===== src/slas_pkg.sv =====
// Constants and carrier types for the four-line sync line adapter strobe logic.
// Assumes one 100 MHz clock; multiplexor bus signals come from logic on that clock.
package slas_pkg;

    localparam int NLINES = 4;

    // ---------------------------------------------------------------
    // Byte type codes on the multiplexor bus
    // ---------------------------------------------------------------
    localparam logic [1:0] KIND_TX_DATA = 2'h0;
    localparam logic [1:0] KIND_CONTROL = 2'h1;
    localparam logic [1:0] KIND_TX_SYNC = 2'h2;
    localparam logic [1:0] KIND_RX_SYNC = 2'h3;

    // ---------------------------------------------------------------
    // Line control byte fields
    // ---------------------------------------------------------------
    localparam int CTL_T = 7;
    localparam int CTL_R = 6;
    localparam int CTL_P = 5;
    localparam int CTL_D = 4;
    localparam int CTL_A = 3;
    localparam int CTL_C = 2;
    localparam int CTL_I = 1;
    localparam int CTL_S = 0;
    localparam logic [7:0] CTL_RESET  = 8'h00;
    localparam logic [7:0] SYNC_RESET = 8'h00;

    // ---------------------------------------------------------------
    // APB map
    // ---------------------------------------------------------------
    localparam logic [11:0] ADDR_CFG       = 12'h000;
    localparam logic [11:0] ADDR_STAT_BASE = 12'h010;
    localparam logic [11:0] ADDR_CTL_BASE  = 12'h020;
    localparam logic [3:0]  CFG_RESET      = 4'h0;
    localparam int ST_DAV  = 8;
    localparam int ST_PE   = 9;
    localparam int ST_OVR  = 10;
    localparam int ST_SYNC = 11;
    localparam int ST_REQ  = 12;

    typedef enum logic [1:0] {
        SLAS_HUNT = 2'h0,
        SLAS_ONE  = 2'h1,
        SLAS_CHAR = 2'h3
    } slas_sync_t;

    typedef struct packed {
        logic       write;
        logic       enable;
        logic [1:0] kind;
        logic [1:0] line;
        logic [7:0] data;
        logic       stat_cycle;
        logic       data_cycle;
    } slas_mux_t;

    typedef struct packed {
        logic tx_data_load_strobe;
        logic control_reg_load_strobe;
        logic tx_sync_char_load_strobe;
        logic rx_sync_char_load_strobe;
        logic edge_detector_clear_strobe;
        logic data_avail_clear_strobe;
    } slas_strobe_t;

    typedef struct packed {
        logic cts;
        logic interlock;
        logic carrier;
        logic ring;
        logic control_in;
    } slas_modem_t;

endpackage : slas_pkg

===== src/slas_adapter.sv =====
// Strobe decode, line registers, sync hunt and status for four lines.
// Assumes receiver/transmitter shifters outside; modem pins are asynchronous.
`timescale 1ns/1ps
module slas_adapter (
    input  wire logic                 i_sys_clk,
    input  wire logic                 i_rst,
    input  wire logic                 i_psel,
    input  wire logic                 i_penable,
    input  wire logic                 i_pwrite,
    input  wire logic [11:0]          i_paddr,
    input  wire logic [31:0]          i_pwdata,
    output logic      [31:0]          o_prdata,
    output logic                      o_pready,
    output logic                      o_pslverr,
    input  wire slas_pkg::slas_mux_t  i_mux,
    output slas_pkg::slas_strobe_t [3:0] o_strobe,
    output logic      [3:0]           o_status_req,
    output logic      [3:0]           o_data_avail,
    output logic      [3:0]           o_parity_err,
    output logic      [3:0]           o_overrun,
    output logic      [3:0][7:0]      o_rx_data,
    input  wire logic [3:0]           i_rx_valid,
    input  wire logic [3:0][7:0]      i_rx_char,
    input  wire logic [3:0]           i_tx_take,
    output logic      [3:0][7:0]      o_tx_char,
    input  wire slas_pkg::slas_modem_t [3:0] i_modem,
    output logic      [3:0]           o_rts,
    output logic      [3:0]           o_dtr,
    output logic      [3:0]           o_ctl_out
);

    function automatic logic [3:0] kind_dec(input logic [1:0] kind);
        kind_dec = 4'h1 << kind;
    endfunction : kind_dec

    // ---------------------------------------------------------------
    // Storage
    // ---------------------------------------------------------------
    logic [7:0]            ctrl      [4];
    logic [7:0]            tsc       [4];
    logic [7:0]            rsc       [4];
    logic [7:0]            tx_buf    [4];
    logic [3:0]            buf_full;
    logic [3:0]            undr;
    logic [3:0]            cc_seen;
    logic [3:0]            loopback;
    logic [7:0]            data_q;
    slas_pkg::slas_sync_t  sync_st   [4];
    slas_pkg::slas_modem_t [3:0] mdm_meta;
    slas_pkg::slas_modem_t [3:0] mdm;
    slas_pkg::slas_strobe_t [3:0] next_strobe;
    logic [3:0]            sel;
    logic [3:0]            chg;
    logic [3:0]            match;
    logic [3:0]            deliver;
    logic [3:0]            ovr_now;
    logic [3:0]            cts_st;
    logic [3:0]            ilk_st;
    logic [3:0]            car_st;
    logic                  hit;
    logic [3:0]            kinds;

    // ---------------------------------------------------------------
    // Modem pin synchroniser
    // ---------------------------------------------------------------
    always_ff @(posedge i_sys_clk or posedge i_rst) begin
        if (i_rst) begin
            mdm_meta <= '0;
            mdm      <= '0;
        end else begin
            mdm_meta <= i_modem;
            mdm      <= mdm_meta;
        end
    end

    // ---------------------------------------------------------------
    // Strobe decode
    // ---------------------------------------------------------------
    assign hit   = i_mux.write && i_mux.enable;
    assign kinds = kind_dec(i_mux.kind) & {4{hit}};

    always_comb begin
        for (int l = 0; l < 4; l++) begin
            sel[l] = i_mux.enable && (i_mux.line == 2'(l));
            chg[l] = mdm[l].control_in ^ cc_seen[l];
            match[l] = (i_rx_char[l] == rsc[l]);
            deliver[l] = i_rx_valid[l] && (sync_st[l] == slas_pkg::SLAS_CHAR)
                         && !(ctrl[l][slas_pkg::CTL_S] && match[l]);
            ovr_now[l] = deliver[l] && o_data_avail[l];
            next_strobe[l].tx_data_load_strobe      = sel[l] && kinds[0];
            next_strobe[l].control_reg_load_strobe  = sel[l] && kinds[1];
            next_strobe[l].tx_sync_char_load_strobe = sel[l] && kinds[2];
            next_strobe[l].rx_sync_char_load_strobe = sel[l] && kinds[3];
            next_strobe[l].edge_detector_clear_strobe =
                (sel[l] && hit && !ctrl[l][slas_pkg::CTL_T] && !ctrl[l][slas_pkg::CTL_R])
                || (sel[l] && i_mux.stat_cycle && chg[l]);
            next_strobe[l].data_avail_clear_strobe =
                sel[l] && i_mux.data_cycle && !ovr_now[l];
        end
    end

    // Registered so every strobe is glitch free
    always_ff @(posedge i_sys_clk or posedge i_rst) begin
        if (i_rst) begin
            o_strobe <= '0;
            data_q   <= 8'h00;
        end else begin
            o_strobe <= next_strobe;
            data_q   <= i_mux.data;
        end
    end

    // ---------------------------------------------------------------
    // Line registers and transmit side
    // ---------------------------------------------------------------
    always_ff @(posedge i_sys_clk or posedge i_rst) begin
        if (i_rst) begin
            for (int l = 0; l < 4; l++) begin
                ctrl[l]   <= slas_pkg::CTL_RESET;
                tsc[l]    <= slas_pkg::SYNC_RESET;
                rsc[l]    <= slas_pkg::SYNC_RESET;
                tx_buf[l] <= 8'h00;
            end
            buf_full  <= 4'h0;
            undr      <= 4'h0;
            o_tx_char <= '0;
        end else begin
            for (int l = 0; l < 4; l++) begin
                if (o_strobe[l].control_reg_load_strobe)
                    ctrl[l] <= data_q;
                if (o_strobe[l].tx_sync_char_load_strobe)
                    tsc[l] <= data_q;
                if (o_strobe[l].rx_sync_char_load_strobe)
                    rsc[l] <= data_q;
                if (i_tx_take[l]) begin
                    if (buf_full[l] && !ctrl[l][slas_pkg::CTL_A]) begin
                        o_tx_char[l] <= tx_buf[l];
                        buf_full[l]  <= 1'b0;
                        undr[l]      <= 1'b0;
                    end else begin
                        o_tx_char[l] <= tsc[l];
                        undr[l]      <= ctrl[l][slas_pkg::CTL_T];
                    end
                end
                // Fresh data wins over a take in the same cycle
                if (o_strobe[l].tx_data_load_strobe) begin
                    tx_buf[l]   <= data_q;
                    buf_full[l] <= 1'b1;
                    undr[l]     <= 1'b0;
                end
            end
        end
    end

    // ---------------------------------------------------------------
    // Control-channel edge detectors
    // ---------------------------------------------------------------
    always_ff @(posedge i_sys_clk or posedge i_rst) begin
        if (i_rst) begin
            cc_seen <= 4'h0;
        end else begin
            for (int l = 0; l < 4; l++) begin
                if (o_strobe[l].edge_detector_clear_strobe)
                    cc_seen[l] <= mdm[l].control_in;
            end
        end
    end

    // ---------------------------------------------------------------
    // Sync hunt and receive flags
    // ---------------------------------------------------------------
    always_ff @(posedge i_sys_clk or posedge i_rst) begin
        if (i_rst) begin
            for (int l = 0; l < 4; l++)
                sync_st[l] <= slas_pkg::SLAS_HUNT;
        end else begin
            for (int l = 0; l < 4; l++) begin
                if (o_strobe[l].rx_sync_char_load_strobe || !ctrl[l][slas_pkg::CTL_R]) begin
                    sync_st[l] <= slas_pkg::SLAS_HUNT;
                end else if (i_rx_valid[l]) begin
                    unique case (sync_st[l])
                        slas_pkg::SLAS_HUNT: if (match[l]) sync_st[l] <= slas_pkg::SLAS_ONE;
                        slas_pkg::SLAS_ONE:  sync_st[l] <= match[l] ? slas_pkg::SLAS_CHAR
                                                                    : slas_pkg::SLAS_HUNT;
                        slas_pkg::SLAS_CHAR: sync_st[l] <= slas_pkg::SLAS_CHAR;
                        default:             sync_st[l] <= slas_pkg::SLAS_HUNT;
                    endcase
                end
            end
        end
    end

    always_ff @(posedge i_sys_clk or posedge i_rst) begin
        if (i_rst) begin
            o_data_avail <= 4'h0;
            o_parity_err <= 4'h0;
            o_overrun    <= 4'h0;
            o_rx_data    <= '0;
        end else begin
            for (int l = 0; l < 4; l++) begin
                if (deliver[l]) begin
                    o_data_avail[l] <= 1'b1; // Set wins over clear
                    o_overrun[l]    <= ovr_now[l];
                    o_parity_err[l] <= ctrl[l][slas_pkg::CTL_P] && !(^i_rx_char[l]);
                    o_rx_data[l]    <= ctrl[l][slas_pkg::CTL_P] ? {1'b0, i_rx_char[l][6:0]}
                                                                : i_rx_char[l];
                end else if (o_strobe[l].data_avail_clear_strobe) begin
                    o_data_avail[l] <= 1'b0;
                end
            end
        end
    end

    // ---------------------------------------------------------------
    // Modem outputs and status
    // ---------------------------------------------------------------
    always_comb begin
        for (int l = 0; l < 4; l++) begin
            cts_st[l] = loopback[l] ? ctrl[l][slas_pkg::CTL_T] : mdm[l].cts;
            ilk_st[l] = loopback[l] ? ctrl[l][slas_pkg::CTL_D] : mdm[l].interlock;
            car_st[l] = loopback[l] ? ctrl[l][slas_pkg::CTL_D] : mdm[l].carrier;
            o_status_req[l] = chg[l] || mdm[l].ring || undr[l];
            o_rts[l]     = ctrl[l][slas_pkg::CTL_T];
            o_dtr[l]     = ctrl[l][slas_pkg::CTL_D];
            o_ctl_out[l] = ctrl[l][slas_pkg::CTL_C];
        end
    end

    // ---------------------------------------------------------------
    // APB slave, zero wait states
    // ---------------------------------------------------------------
    function automatic logic [31:0] stat_word(input int l);
        stat_word = {19'h0, o_status_req[l], sync_st[l] == slas_pkg::SLAS_CHAR,
                     o_overrun[l], o_parity_err[l], o_data_avail[l],
                     ilk_st[l], car_st[l], cts_st[l], 2'h0,
                     mdm[l].ring, mdm[l].control_in, undr[l]};
    endfunction : stat_word

    logic [1:0] pidx;
    assign pidx     = i_paddr[3:2];
    assign o_pready = 1'b1;

    always_ff @(posedge i_sys_clk or posedge i_rst) begin
        if (i_rst) begin
            o_prdata  <= 32'h0000_0000;
            o_pslverr <= 1'b0;
            loopback  <= slas_pkg::CFG_RESET;
        end else begin
            if (i_psel && !i_penable) begin
                o_prdata  <= 32'h0000_0000;
                o_pslverr <= 1'b0;
                if (i_paddr == slas_pkg::ADDR_CFG)
                    o_prdata <= {28'h0, loopback};
                else if ({i_paddr[11:4], 4'h0} == slas_pkg::ADDR_STAT_BASE && i_paddr[1:0] == 2'h0)
                    o_prdata <= stat_word(int'(pidx));
                else if ({i_paddr[11:4], 4'h0} == slas_pkg::ADDR_CTL_BASE && i_paddr[1:0] == 2'h0)
                    o_prdata <= {8'h0, rsc[pidx], tsc[pidx], ctrl[pidx]};
                else
                    o_pslverr <= 1'b1;
            end
            if (i_psel && i_penable && i_pwrite && i_paddr == slas_pkg::ADDR_CFG)
                loopback <= i_pwdata[3:0];
        end
    end

    // ---------------------------------------------------------------
    // Checks
    // ---------------------------------------------------------------
    logic [15:0] load_bits;
    always_comb begin
        for (int l = 0; l < 4; l++)
            load_bits[4*l +: 4] = {o_strobe[l].tx_data_load_strobe, o_strobe[l].control_reg_load_strobe,
                                   o_strobe[l].tx_sync_char_load_strobe, o_strobe[l].rx_sync_char_load_strobe};
    end
endmodule : slas_adapter


===== config.mk =====
export PLATFORM = sky130hd
export DESIGN_NAME = slas_adapter
export DESIGN_NICKNAME = d
export VERILOG_FILES = /design/src/slas_pkg.sv /design/src/slas_adapter.sv
export SDC_FILE = /design/constraint.sdc
export NUM_CORES = 1
export LEC_CHECK = 0
export BUFFER_PORTS_ARGS = -buffer_cell sky130_fd_sc_hd__buf_4
export CAP_MARGIN = 20
export CORE_UTILIZATION = 42
export DETAILED_ROUTE_END_ITERATION = 8
export SLEW_MARGIN = 40
export SYNTH_ARGS = -nofsm -noshare
export SYNTH_HDL_FRONTEND = slang
export SYNTH_SLANG_ARGS = --single-unit

===== constraint.sdc =====
create_clock -name i_sys_clk -period 32.9 [get_ports i_sys_clk]
set_input_delay 4.935 -clock i_sys_clk [delete_from_list [all_inputs] [get_ports i_sys_clk]]
set_output_delay 4.935 -clock i_sys_clk [all_outputs]
set_load 0.03 [all_outputs]

==> results_dict.tcl <==
set metrics [dict create \
    fin_hold_ws_ps 346 \
    netlist_area_mm2 0.0139 \
    die_w_um 184 \
    antenna_cells 0 \
    finalMaxSlewViolations 0 \
    p_sw_frac 0.258 \
    grt_usage 0.231 \
    leakagePower_uw 0.00834 \
    grt_start_max_net_pins 137 \
    clk_pin_slew_ps 60 \
    fin_crit_ps 6620 \
    min-delay-start "mdm_meta[14]" \
    hold_path_class "flop to flop" \
    endpoint_kind "primary output" \
    crit_arrival_ps 1680 \
    p_clk_frac 0.420 \
    die_h_um 184 \
    rsz0062_at_grt "false" \
    yosysTopAreaCell "dfrtp_1" \
    post_cts_resize_count 0 \
    cpLargestDelayFamily "flip-flops" \
    cp_num_buf_inv 1 \
    first_pass_iters 5 \
    std_cell_rows 66 \
    power.internal_uw 751 \
    ys_warn_count 0 \
    cts_sinks 325 \
    place.gp.congestion 0.799 \
    combPwrFrac 0.124 \
    crit_required_ps 27960 \
    setup_viol 0 \
    cts_buffers 37 \
    rr_startpoint "rsc[14]" \
    slew_headroom 0.420 \
    h-tree-depth 2 \
    power.share.sequential 0.456 \
    fp.coreArea_mm2 0.0325 \
    grt_pass1_wl_mm 58.0 \
    first_global_vias 9250 \
    placed_cells 1660 \
    p_sw_uw 261 \
    cts_tree "yes" \
    synthCells 1044 \
    ant_nets 0 \
    cp_slowest_stage_delay_ps 410 \
    maxCapViolCount 0 \
    wire_per_inst_um 22.3 \
    drive_gt1_frac 0.400 \
    hpwlAfterDp_mm 26.5 \
    synth_flop_cell "dfrtp_1" \
    synth_edf_count 0 \
    stdcell_count 1727 \
    postLayoutCellArea_mm2 0.0172 \
    finalWirelength_mm 38.4 \
    nets 1382 \
    cp_cell_sequence "xor2_1 -> or3_1 -> buf_4" \
    worstMarginPinSlew_ps 869 \
    fmax_ghz 0.151 \
    cts_buffer_depth 3 \
    die_area_mm2 0.0338 \
    drt_iter0_markers 453 \
    area_growth_syn_to_layout_pct 23.8 \
    setup.worst_path.start "mdm[5]" \
    avgSynthCellArea_um2 13.3 \
    setup_tns_ps 0 \
    crit_path_max_fanout 3 \
    port_buffers 237 \
    initial_core_util 0.427 \
    hold_viol 0 \
    clk_latency_ps 530 \
    cts_root_buf "clkbuf_16" \
    nFillCells 2952 \
    clock-skew-final_ps 19.7 \
    synth_top_cells_by_count "dfrtp_1, mux2_2, nor2_1" \
    p_per_area_mw_per_mm2 58.8 \
    pin_count 275 \
    ys_seq_area_frac 0.586 \
    drc 0 \
    place_area_mm2 0.0159 \
    ctsHoldBuffers 0 \
    status "finished, final reports clean" \
    overflow 0 \
    yosys-top-cells-area "dfrtp_1, mux2_2, mux4_2, xnor2_1, mux2i_1" \
    synth_most_common_cell "dfrtp_1" \
    utilization 0.529 \
    worstSetupPathType "flop to primary output" \
    synth_cell_types 42 \
    synth_seq_cells 325 \
    viasPerCell 5.27 \
    post_cts_buffers 0 \
    crit_slowest_cell "dfrtp_1" \
    synth_top_area_frac 0.586 \
    max-vdd-ir-drop_mv 0.0377 \
    async_flop_share 1.00 \
    num_vias 9098 \
    grt_antenna_before_repair 1 \
    startpoint_type "flop" \
    fin_crit_sh 0.201 \
]
[cell families after synthesis]
group,after synthesis,synth area share
other,2,0.000541
flip-flops,325,0.586
AO/OA/AOI/OAI,97,0.0407
multiplexers,249,0.225
buffers and inverters,89,0.0316
AND/OR/NAND/NOR,218,0.0761
XOR/XNOR,64,0.0404
[layout make-up]
cell class	count	area, µm²	area share
flip-flops and latches	325	8130	0.473
multi-input cells	637	5350	0.311
repair buffers	245	1850	0.108
clock buffers	54	1110	0.0647
well taps	442	553	0.0322
clock inverters	13	151	0.00880
inverters	11	53.8	0.00313
[power by group through the flow]
stage | Combinational [µW] | Clock [µW] | Sequential (µW)
after floorplan | 81.2 | 0 | 464
after global placement | 125 | 0 | 467
after detailed placement | 127 | 0 | 468
after CTS | 128 | 433 | 461
after global routing | 137 | 448 | 465
final | 126 | 425 | 461
[stage by stage]
stage	setup WS, ps	power (µW)
floorplan	18970	545
global placement	25400	592
detailed placement	25890	595
CTS	26280	1020
global route	26170	1050
finish	26280	1010
[final timing paths]
check | endpoint | slack, ps | depth (start not counted)
max | o_status_req[1] | 26280 | 3
min | mdm[14] | 350 | 0
max reg2reg | o_rx_data[19] | 31060 | 6
min reg2reg | mdm[14] | 350 | 0
max in group asynchronous | loopback[0] | 26520 | 4
min in group asynchronous | o_tx_char[14] | 4500 | 2
[routing by layer]
| metal | vias to the layer above | share of wire | track usage |
|---|---|---|---|
| li1 | 4044 | - | - |
| met1 | 4721 | 0.46 | 0.326 |
| met2 | 267 | 0.46 | 0.362 |
| met3 | 64 | 0.057 | 0.0466 |
| met4 | 2 | 0.023 | 0.0637 |
| met5 | - | 0.00034 | 0 |
[flip-flops by register name, indices dropped and copies added (netlist names), 8 cells and up]
| register | cells |
|---|---|
| o_tx_char | 32 |
| sync_st | 8 |
| mdm | 20 |
| o_rx_data | 32 |
| tx_buf | 32 |
| mdm_meta | 20 |
| data_q | 8 |
| o_strobe | 24 |
| tsc | 32 |
| o_prdata | 24 |
| rsc | 32 |
| ctrl | 20 |
[layout by cell type (no fill, tap or decap), types with 10 or more instances in the layout]
master     Yosys  final
nand2b_1      25     24
inv_1         11     10
a21oi_1       57     57
buf_4         22    242
mux2_2       168    168
xnor2_1       60     60
clkbuf_16      0     39
nand3_1       23     23
mux4_2        31     31
nor3_1        10     10
nor2_1        72     72
mux2i_1       45     45
dfrtp_1      325    325
nand2_1       43     43
nor2b_1       17     17
Note: power is estimated with default switching activity, not from simulation.
